### config.mk
export PLATFORM = sky130hd
export DESIGN_NAME = vmon_status_flags
export DESIGN_NICKNAME = d
export VERILOG_FILES = /design/src/rtl/vmon_status_pkg.sv /design/src/rtl/vmon_status_flags.sv /design/src/rtl/fault_sync.sv /design/src/rtl/sticky_flags.sv
export SDC_FILE = /design/constraint.sdc
export NUM_CORES = 1
export LEC_CHECK = 0
export ABC_CLOCK_PERIOD_IN_PS = 1720
export BUFFER_PORTS_ARGS = -buffer_cell sky130_fd_sc_hd__clkbuf_2
export CAP_MARGIN = 20
export CORE_MARGIN = 1.5
export CORE_UTILIZATION = 54
export DETAILED_ROUTE_END_ITERATION = 8
export GPL_ROUTABILITY_DRIVEN = 0
export PLACE_DENSITY = 0.83
export SLEW_MARGIN = 20
export SYNTH_ARGS = -nofsm -noshare
export SYNTH_HDL_FRONTEND = slang
export SYNTH_SLANG_ARGS = --single-unit
### constraint.sdc
create_clock -name sys_clk_in -period 1.72 [get_ports sys_clk_in]
set_clock_uncertainty 0.05 [all_clocks]
set_input_delay 0.086 -clock sys_clk_in [delete_from_list [all_inputs] [get_ports sys_clk_in]]
set_output_delay 0.086 -clock sys_clk_in [all_outputs]
set_load 0.05 [all_outputs]
### src/rtl/vmon_status_pkg.sv
/*
  Shared constants and types for the supply-monitor status flag bank.
  Assumes a single register clock and an active-low asynchronous reset.
*/
package vmon_status_pkg;

  localparam int STATUS_WIDTH = 8;

  // register selection codes carried by the read command
  typedef enum logic [1:0] {
    SEL_UNDERVOLTAGE = 2'h0,
    SEL_OVERVOLTAGE  = 2'h1,
    SEL_EXTERNAL     = 2'h2,
    SEL_NONE         = 2'h3
  } status_sel_t;

  // undervoltage_status field positions
  localparam int UV_INPUT_BIT    = 6;
  localparam int UV_REGULATR_BIT = 4;
  localparam int UV_STEP_UP_BIT  = 3;
  localparam int UV_SECOND_BIT   = 1;
  localparam int UV_PRE_BIT      = 0;
  // overvoltage_status field positions
  localparam int OV_IO_BIT       = 7;
  localparam int OV_INPUT_BIT    = 6;
  localparam int OV_REGULATR_BIT = 4;
  localparam int OV_STEP_UP_BIT  = 3;
  localparam int OV_SECOND_BIT   = 1;
  localparam int OV_PRE_BIT      = 0;
  // external_monitor_status field positions
  localparam int EXT_TWO_OV_BIT  = 5;
  localparam int EXT_TWO_UV_BIT  = 4;
  localparam int EXT_ONE_OV_BIT  = 1;
  localparam int EXT_ONE_UV_BIT  = 0;
  // enable bit positions in the power control register
  localparam int EN_TWO_BIT      = 5;
  localparam int EN_ONE_BIT      = 4;

  // implemented-bit masks, unimplemented bits read zero
  localparam logic [7:0] UV_IMPL_MASK  = 8'h5B;
  localparam logic [7:0] OV_IMPL_MASK  = 8'hDB;
  localparam logic [7:0] EXT_IMPL_MASK = 8'h33;
  localparam logic [7:0] STATUS_RESET  = 8'h00;

  localparam int SYNC_STAGES = 2;

  // raw comparator conditions, one word per status register
  typedef struct packed {
    logic [7:0] undervoltage;
    logic [7:0] overvoltage;
    logic [7:0] external;
  } fault_vec_t;

endpackage

### src/rtl/vmon_status_flags.sv
/*
  Supply-monitor status flag bank: three read-only 8-bit status registers
  fed by internal and outside voltage monitors, read by the host through
  dedicated read commands.
  Assumes the serial framing decodes a read into a one-cycle strobe with a
  register select; read data is returned in the cycle after the strobe.
*/
// What this block does
// - flags set on a fault and hold until their register is read
// - a read clears only set flags whose condition has gone
// - power-on reset zeroes all flags; reads are the other clearing source
// - undervoltage register bits 6,4,3,1,0; bits 7,5,2 read zero
// - overvoltage register bits 7,6,4,3,1,0; bits 5,2 read zero
// - input overvoltage flag equals the off-state latched copy
// - external register bits 5,4,1,0; bits 7-6 and 3-2 read zero
// - a disabled outside monitor cannot set its flags
// - registers are read only; no write path exists
// - enable bits 5 and 4 of power control, kept across device reset
`timescale 1ns/1ps
module vmon_status_flags
  import vmon_status_pkg::*;
(
  input  wire logic        sys_clk_in,
  input  wire logic        reset_n_in,
  input  fault_vec_t       fault_in,
  input  wire logic [7:0]  power_control_in,
  input  wire logic        read_strobe_in,
  input  status_sel_t      read_sel_in,
  output logic      [7:0]  read_data_out,
  output logic             read_valid_out,
  output logic             input_supply_overvoltage_flag_out
);

  fault_vec_t fault_sync;
  logic [7:0] ext_cond;
  logic [7:0] uv_flags;
  logic [7:0] ov_flags;
  logic [7:0] ext_flags;
  logic       clear_uv;
  logic       clear_ov;
  logic       clear_ext;
  logic       outside_monitor_one_enable;
  logic       outside_monitor_two_enable;
  logic [7:0] read_data_reg;
  logic [7:0] read_data_next;
  logic       read_valid_reg;
  logic       read_valid_next;

  // comparator outputs cross into the register clock
  fault_sync #(
    .WIDTH ($bits(fault_vec_t))
  ) u_sync (
    .sys_clk_in (sys_clk_in),
    .reset_n_in (reset_n_in),
    .async_in   (fault_in),
    .sync_out   (fault_sync)
  );

  // enable bits live in a control register kept outside, not reset here
  assign outside_monitor_one_enable = power_control_in[EN_ONE_BIT];
  assign outside_monitor_two_enable = power_control_in[EN_TWO_BIT];

  // disabled monitors are masked before they can set a flag
  always_comb begin
    ext_cond = '0;
    ext_cond[EXT_ONE_OV_BIT] = fault_sync.external[EXT_ONE_OV_BIT]
                               & outside_monitor_one_enable;
    ext_cond[EXT_ONE_UV_BIT] = fault_sync.external[EXT_ONE_UV_BIT]
                               & outside_monitor_one_enable;
    ext_cond[EXT_TWO_OV_BIT] = fault_sync.external[EXT_TWO_OV_BIT]
                               & outside_monitor_two_enable;
    ext_cond[EXT_TWO_UV_BIT] = fault_sync.external[EXT_TWO_UV_BIT]
                               & outside_monitor_two_enable;
  end

  // a read strobe clears only the selected register; no write
  assign clear_uv  = read_strobe_in && read_sel_in == SEL_UNDERVOLTAGE;
  assign clear_ov  = read_strobe_in && read_sel_in == SEL_OVERVOLTAGE;
  assign clear_ext = read_strobe_in && read_sel_in == SEL_EXTERNAL;

  sticky_flags #(
    .IMPL_MASK (UV_IMPL_MASK)
  ) u_uv (
    .sys_clk_in    (sys_clk_in),
    .reset_n_in    (reset_n_in),
    .cond_in       (fault_sync.undervoltage),
    .read_clear_in (clear_uv),
    .flags_out     (uv_flags)
  );

  sticky_flags #(
    .IMPL_MASK (OV_IMPL_MASK)
  ) u_ov (
    .sys_clk_in    (sys_clk_in),
    .reset_n_in    (reset_n_in),
    .cond_in       (fault_sync.overvoltage),
    .read_clear_in (clear_ov),
    .flags_out     (ov_flags)
  );

  sticky_flags #(
    .IMPL_MASK (EXT_IMPL_MASK)
  ) u_ext (
    .sys_clk_in    (sys_clk_in),
    .reset_n_in    (reset_n_in),
    .cond_in       (ext_cond),
    .read_clear_in (clear_ext),
    .flags_out     (ext_flags)
  );

  // read data is the pre-clear value, so a set flag is always reported once
  always_comb begin
    read_data_next  = read_data_reg;
    read_valid_next = read_strobe_in;
    if (read_strobe_in) begin
      unique case (read_sel_in)
        SEL_UNDERVOLTAGE: read_data_next = uv_flags & UV_IMPL_MASK;
        SEL_OVERVOLTAGE:  read_data_next = ov_flags & OV_IMPL_MASK;
        SEL_EXTERNAL:     read_data_next = ext_flags & EXT_IMPL_MASK;
        SEL_NONE:         read_data_next = STATUS_RESET;
      endcase
    end
  end

  always_ff @(posedge sys_clk_in or negedge reset_n_in) begin
    if (!reset_n_in) begin
      read_data_reg  <= STATUS_RESET;
      read_valid_reg <= 1'b0;
    end else begin
      read_data_reg  <= read_data_next;
      read_valid_reg <= read_valid_next;
    end
  end

  assign read_data_out  = read_data_reg;
  assign read_valid_out = read_valid_reg;
  // the off-state latched register mirrors this flag bit directly
  assign input_supply_overvoltage_flag_out = ov_flags[OV_INPUT_BIT];

  // flags hold while the condition persists through a read
  chk_persist_after_read: assert property (
    @(posedge sys_clk_in) disable iff (!reset_n_in)
    clear_uv && uv_flags[UV_PRE_BIT] && fault_sync.undervoltage[UV_PRE_BIT]
    |=> uv_flags[UV_PRE_BIT])
    else $error("flag lost while condition persists");

  chk_clear_on_read: assert property (
    @(posedge sys_clk_in) disable iff (!reset_n_in)
    clear_ov && !fault_sync.overvoltage[OV_IO_BIT]
    |=> !ov_flags[OV_IO_BIT])
    else $error("flag not cleared by read");

  chk_sticky_hold: assert property (
    @(posedge sys_clk_in) disable iff (!reset_n_in)
    ov_flags[OV_PRE_BIT] && !clear_ov |=> ov_flags[OV_PRE_BIT])
    else $error("flag dropped without a read");

  chk_set_on_fault: assert property (
    @(posedge sys_clk_in) disable iff (!reset_n_in)
    fault_sync.undervoltage[UV_INPUT_BIT] |=> uv_flags[UV_INPUT_BIT])
    else $error("fault did not set flag");

  chk_sync_latency: assert property (
    @(posedge sys_clk_in) disable iff (!reset_n_in)
    $rose(fault_in.undervoltage[UV_STEP_UP_BIT]) ##1
    fault_in.undervoltage[UV_STEP_UP_BIT] ##1
    fault_in.undervoltage[UV_STEP_UP_BIT]
    |=> uv_flags[UV_STEP_UP_BIT])
    else $error("synchronised fault not latched in time");

  chk_reserved_zero: assert property (
    @(posedge sys_clk_in) disable iff (!reset_n_in)
    read_valid_out |->
    (read_data_out & ~(($past(read_sel_in) == SEL_UNDERVOLTAGE) ? UV_IMPL_MASK
      : ($past(read_sel_in) == SEL_OVERVOLTAGE) ? OV_IMPL_MASK
      : EXT_IMPL_MASK)) == 8'h00
    && (uv_flags & ~UV_IMPL_MASK) == 8'h00
    && (ov_flags & ~OV_IMPL_MASK) == 8'h00
    && (ext_flags & ~EXT_IMPL_MASK) == 8'h00)
    else $error("reserved bit set");

  chk_mask_disabled: assert property (
    @(posedge sys_clk_in) disable iff (!reset_n_in)
    !outside_monitor_one_enable && !ext_flags[EXT_ONE_OV_BIT]
    |=> !ext_flags[EXT_ONE_OV_BIT])
    else $error("disabled monitor set a flag");

  chk_read_data: assert property (
    @(posedge sys_clk_in) disable iff (!reset_n_in)
    read_strobe_in && read_sel_in == SEL_OVERVOLTAGE
    |=> read_valid_out && read_data_out == $past(ov_flags))
    else $error("read data does not match register");

  chk_mirror_flag: assert property (
    @(posedge sys_clk_in) disable iff (!reset_n_in)
    input_supply_overvoltage_flag_out == ov_flags[OV_INPUT_BIT])
    else $error("mirror flag differs");

  chk_reset_zero: assert property (
    @(posedge sys_clk_in)
    $rose(reset_n_in) |-> uv_flags == 8'h00 && ov_flags == 8'h00
    && ext_flags == 8'h00)
    else $error("flags not zero after reset");

endmodule

### src/rtl/fault_sync.sv
/*
  Two-stage level synchroniser for a vector of comparator outputs.
  Assumes inputs may change at any time relative to sys_clk_in.
*/
`timescale 1ns/1ps
module fault_sync
  import vmon_status_pkg::*;
#(
  parameter int WIDTH = 24
) (
  input  wire logic             sys_clk_in,
  input  wire logic             reset_n_in,
  input  wire logic [WIDTH-1:0] async_in,
  output logic      [WIDTH-1:0] sync_out
);

  logic [WIDTH-1:0] stage1_reg;
  logic [WIDTH-1:0] stage2_reg;

  // first stage feeds only the second stage
  always_ff @(posedge sys_clk_in or negedge reset_n_in) begin
    if (!reset_n_in) begin
      stage1_reg <= '0;
      stage2_reg <= '0;
    end else begin
      stage1_reg <= async_in;
      stage2_reg <= stage1_reg;
    end
  end

  assign sync_out = stage2_reg;

endmodule

### src/rtl/sticky_flags.sv
/*
  One 8-bit status register of sticky, read-to-clear flags.
  Assumes conditions are already synchronous and masked.
*/
`timescale 1ns/1ps
module sticky_flags
  import vmon_status_pkg::*;
#(
  parameter logic [7:0] IMPL_MASK = 8'hFF
) (
  input  wire logic       sys_clk_in,
  input  wire logic       reset_n_in,
  input  wire logic [7:0] cond_in,
  input  wire logic       read_clear_in,
  output logic      [7:0] flags_out
);

  logic [7:0] flags_reg;
  logic [7:0] flags_next;

  // set wins; a read drops only flags whose condition is gone
  always_comb begin
    flags_next = flags_reg | (cond_in & IMPL_MASK);
    if (read_clear_in) begin
      flags_next = (flags_reg & cond_in & IMPL_MASK) | (cond_in & IMPL_MASK);
    end
  end

  always_ff @(posedge sys_clk_in or negedge reset_n_in) begin
    if (!reset_n_in) begin
      flags_reg <= STATUS_RESET;
    end else begin
      flags_reg <= flags_next;
    end
  end

  assign flags_out = flags_reg;

endmodule

# After elaboration in Yosys (flattened, before gate mapping)
# Cells that the tools add are included.
# word_totals
register_bits,79
wordCells,31
# op_classes
n_eq_ne,3
muxes,4
n_bitwise,13
reduce_logical,4
# ops
cell,n
$pmux 8 s4,1
$mux 8,3
$or 8x8->8,2
$and 8x8->8,1
$or 8x6->8,1
$or 8x7->8,1
$and 7x7->7,1
$or 7x7->7,1
$and 6x6->6,1
$or 6x6->6,1
$and 1x1->1,4
$eq 2x2->1 const B,2
$logic_and 1x1->1,3
$eq 2x1->1 const B,1
$logic_not 2->1,1

# Logic depth before layout (Yosys ltp)
# depth
ltp_word,4
ltp_mapped,4

# By module
# From an unflattened synthesis, not the netlist that was laid out.
# hier_totals
cells_unflattened,132
hier_area_um2,2219.6
# modules_own_cells
module,n_inst,cells_each,area_per_inst_um2,seq_area_each_um2
fault_sync,1,48,1201.2,1201.2
vmon_status_flags,1,39,440.4,200.2
sticky_flags at u_ov,1,16,217.7,150.1
sticky_flags at u_uv,1,15,192.7,125.1
sticky_flags at u_ext,1,14,167.7,100.1

# Worst setup path before layout
# No wires, ideal clock.
# synth_path
path_kind,register to register
startpoint,"reg, netlist name read_data_out[0]"
endpoint,reg read_data_reg[0] (netlist: read_data_out[0])
arrival_time_ns,0.881
t_required_ns,1.546
slack_ns,0.665
stages_incl_launch_ff,2
n_path_buf,0
synth_period_minus_slack_ns,1.055
path_cell_list,dfrtp_1 -> a211o_1
# synth_rtl
element,line,source
end signal: assignment,vmon_status_flags.sv:130,read_data_reg <= read_data_next;
end: declaration,vmon_status_flags.sv:44,logic [7:0] read_data_reg;

# Final worst setup path
# layout_path
startpoint,in read_strobe_in
endpoint,reg u_ov.flags_reg[6] (netlist: u_ov.flags_out[6])
# layout_between
elab_chain_cells,2
# layout_rtl
element,line,source
start: declaration,vmon_status_flags.sv:27,"input wire logic read_strobe_in,"
$logic_and 1x1->1,vmon_status_flags.sv:78,assign clear_ov = read_strobe_in && read_sel_in == SEL_OVERVOLTAGE;
$mux 8,sticky_flags.sv:24,if (read_clear_in) begin
via u_ov.flags_next[6],sticky_flags.sv:19,logic [7:0] flags_next;
end signal: assignment,sticky_flags.sv:33,flags_reg <= flags_next;
end: declaration,sticky_flags.sv:18,logic [7:0] flags_reg;
# The timed path passes the listed nets, and every way through them passes these cells.
# A chain may end at the register's enable or synchronous reset.

==> summary.txt <==
Finish
  • Fin util: 70.5%
  • Nets: around 190
  • Area Overhead vs Synth: 25.2%
  • Antenna cells: 0
  • Filler Cells Inserted: 202
  • Layout cells sized above 1: 29.4%

Synth
  • Post-synthesis compound-gate area fraction: 10.9%
  • Top cell type by total area after synthesis: dfrtp_1
  • Largest family of logic cells by synthesized area: compound AO/OA/AOI/OAI gates
  • Mapped Area: 0.00169 mm^2
  • Post-synthesis sequential area ratio: roughly 78%
  • Mux share of post-synthesis cell area: 2.37%
  • Area contributors post-synth: dfrtp_1, a21o_1, mux2i_1
  • Synth Warn #: 0
  • Synth Area in XOR/XNOR: 0%
  • Synth Area in Adders: 0%
  • Syn Nets: 135
  • Yosys reg bits: 53
  • Syn Inst Count: 98
  • Unique masters post-synth: 21
  • Simple-gate area share of the yosys netlist: 5.62%
  • Mean Syn Cell Area: 17.3 um^2
  • Share of the synthesized area in the top cell type: 78.4%

CTS
  • Clk Latency, worst-skew pair: 340 ps
  • Root buffer cell: clkbuf_4
  • Clk buf depth: 2
  • Number of buffers created by CTS: 5
  • CTS sink cnt: 53
  • Clock Pin Slew Worst Setup and Hold Paths: 130 ps
  • CTS tree: built
  • Number of gates resized after CTS: 0
  • H-tree depth: 2

Worst setup path
  • Critical Path AT: 1380 ps
  • Setup crit end kind: flop
  • Reg-to-Reg Start: u_uv.flags_out[0]
  • Register-to-register setup slack: 710 ps
  • Worst R2R Path Depth: 3
  • Highest net fanout along the worst path: 10
  • Crit Path Class: in -> reg
  • FF-to-FF End: read_data_out[0]
  • Data required time of the critical path: 1910 ps
  • Worst Setup Start Kind: input pin

Routing
  • Via count: 961
  • Drt pass-1 iters: 4
  • Number of vias per cell: 5.17
  • DRC: 0
  • Antenna viol nets, final: 0
  • Post-Route WL: ~2500 um
  • Iteration-0 DRC Markers: 54
  • Routed len/inst: 13.7 um

Worst hold path
  • Hold WC Path Type: in -> reg
  • Worst Hold End: read_data_out[5]
  • WHS Path Cells: 3
  • Min-Delay Startpoint: read_sel_in[1]

Die
  • # IOs: 47
  • Width of the die: 59.0 um
  • Initial core utilization: 56.3%
  • Core Footprint: 0.00300 mm^2
  • Die area: 0.00348 mm^2
  • Cell row count: 20
  • Die Ht: 59.0 um

Timing
  • RSZ-0062 raised after global routing: false
  • Final WS setup: approximately 530 ps
  • Setup_tns: 0 ps
  • Finish-stage setup viols: 0
  • Fmax: 842 MHz
  • Final Hold Fails: 0
  • Final period utilization: 69.0%
  • Post-layout min period: 1190 ps
  • Final slew viol count: 0

Power and ir drop
  • Power Dens Cells: 997 mW/mm^2
  • Lkg Pwr: 1.01 nW
  • Power Total: between 2 and 2.5 mW
  • Worst vdd ir: 0.586 mV

Placement
  • I/O Buffers: 30
  • Dpl ws: about 700 ps
  • Detailed placement HPWL: 1740 um

Global routing
  • Initial antenna violation count: 0
  • Met2 Track Usage GR: between 20% and 30%
  • First-pass GRT wire length: 4280 um
  • Largest net degree at the start of global routing: 54
  • Met3 Use GR: 5.24%
  • Vias in the first global route: 987
  • Met1 Use GR: 21.3%
  • GRT busiest layer: met2
  • Tot GR Track Use: 17.4%
  • GRT overflow: 0

Run status
  • Outcome: complete, no violations

Flow run
  • Max-Cap Viols: 0
[critical path, cell delays in order]
cell and delay, ps:
dlygate4sd3_1 520, clkbuf_2 240, and2b_4 220, nand2_2 110
a21o_1 220
[cells in the final DEF, fill, tap and decap left out, types with 2 or more instances in the layout]
master | synthesis | layout
inv_1 | 4 | 4
dlygate4sd3_1 | 0 | 19
o2bb2ai_1 | 3 | 3
clkbuf_2 | 0 | 30
clkbuf_4 | 0 | 5
o221ai_1 | 2 | 2
a22o_1 | 4 | 4
nand4b_1 | 2 | 2
dfrtp_1 | 53 | 53
mux2i_1 | 4 | 4
a21o_1 | 11 | 11
nand2b_2 | 2 | 2
clkinv_2 | 0 | 2
[cell usage after synthesis, drive strengths merged]
cell type / number
dfrtp: 53
a21o: 11
a22o: 4
inv: 4
mux2i: 4
buf: 3
o2bb2ai: 3
nand2: 2
nand2b: 2
nand4b: 2
o221ai: 2
a211o: 1
a21oi: 1
a32o: 1
and2b: 1
and4b: 1
conb: 1
nand3b: 1
or2b: 1
[final cells by class]
| class | instances | area [um^2] | share of cell area (%) |
|---|---|---|---|
| tap | 33 | 41.3 | 1.95 |
| clock buffer | 6 | 41.3 | 1.95 |
| clock inverter | 2 | 10.0 | 0.473 |
| timing repair buffer | 50 | 360 | 17.0 |
| sequential | 53 | 1330 | 62.6 |
| inverter | 4 | 15.0 | 0.709 |
| multi-input combinational | 38 | 324 | 15.3 |
[worst max-delay path by stage]
stage,from,end,slack (ps),cells past startpoint
final,read_strobe_in,u_ov.flags_out[6],530,5
after global placement,read_sel_in[0],read_data_out[0],730,3
after global routing,u_ov.flags_out[6],input_supply_overvoltage_flag_out,470,1
after floorplan,read_data_out[0],read_data_out[0],660,1
after detailed placement,read_sel_in[1],u_ov.flags_out[6],700,4
after CTS,u_ov.flags_out[6],input_supply_overvoltage_flag_out,540,1
[repair_timing]
action / in CTS / in global routing
hold buffers: 19 / 0
hold endpoints to repair: 73 / 0
buffers inserted: 0 / 0
[where the power goes]
group          internal, mW  leakage, nW  switching, mW
Combinational         0.104        0.384          0.159
Sequential             1.32        0.595         0.0359
Clock                 0.156       0.0320          0.332
[metal layers]
layer	wire, um	up-vias
met5	0	-
met4	56	0
met3	112	7
met2	1280	27
met1	1090	483
li1	-	444
[per-stage QoR]
| step | std cells | cell area [um^2] | hold slack, ps |
|---|---|---|---|
| floorplan | 98 | 1690 | -260 |
| global placement | 159 | 1880 | 40.7 |
| detailed placement | 159 | 1880 | 48.2 |
| CTS | 186 | 2120 | 28.0 |
| global route | 186 | 2120 | 57.0 |
| finish | 186 | 2120 | 56.7 |
[cell families after synthesis]
| logic type | count (synthesis) |
|---|---|
| flops | 53 |
| simple gates | 10 |
| other cells | 1 |
| compound gates | 23 |
| mux | 4 |
| buf+inv | 7 |
No activity file was read; power rests on OpenSTA's default activity.
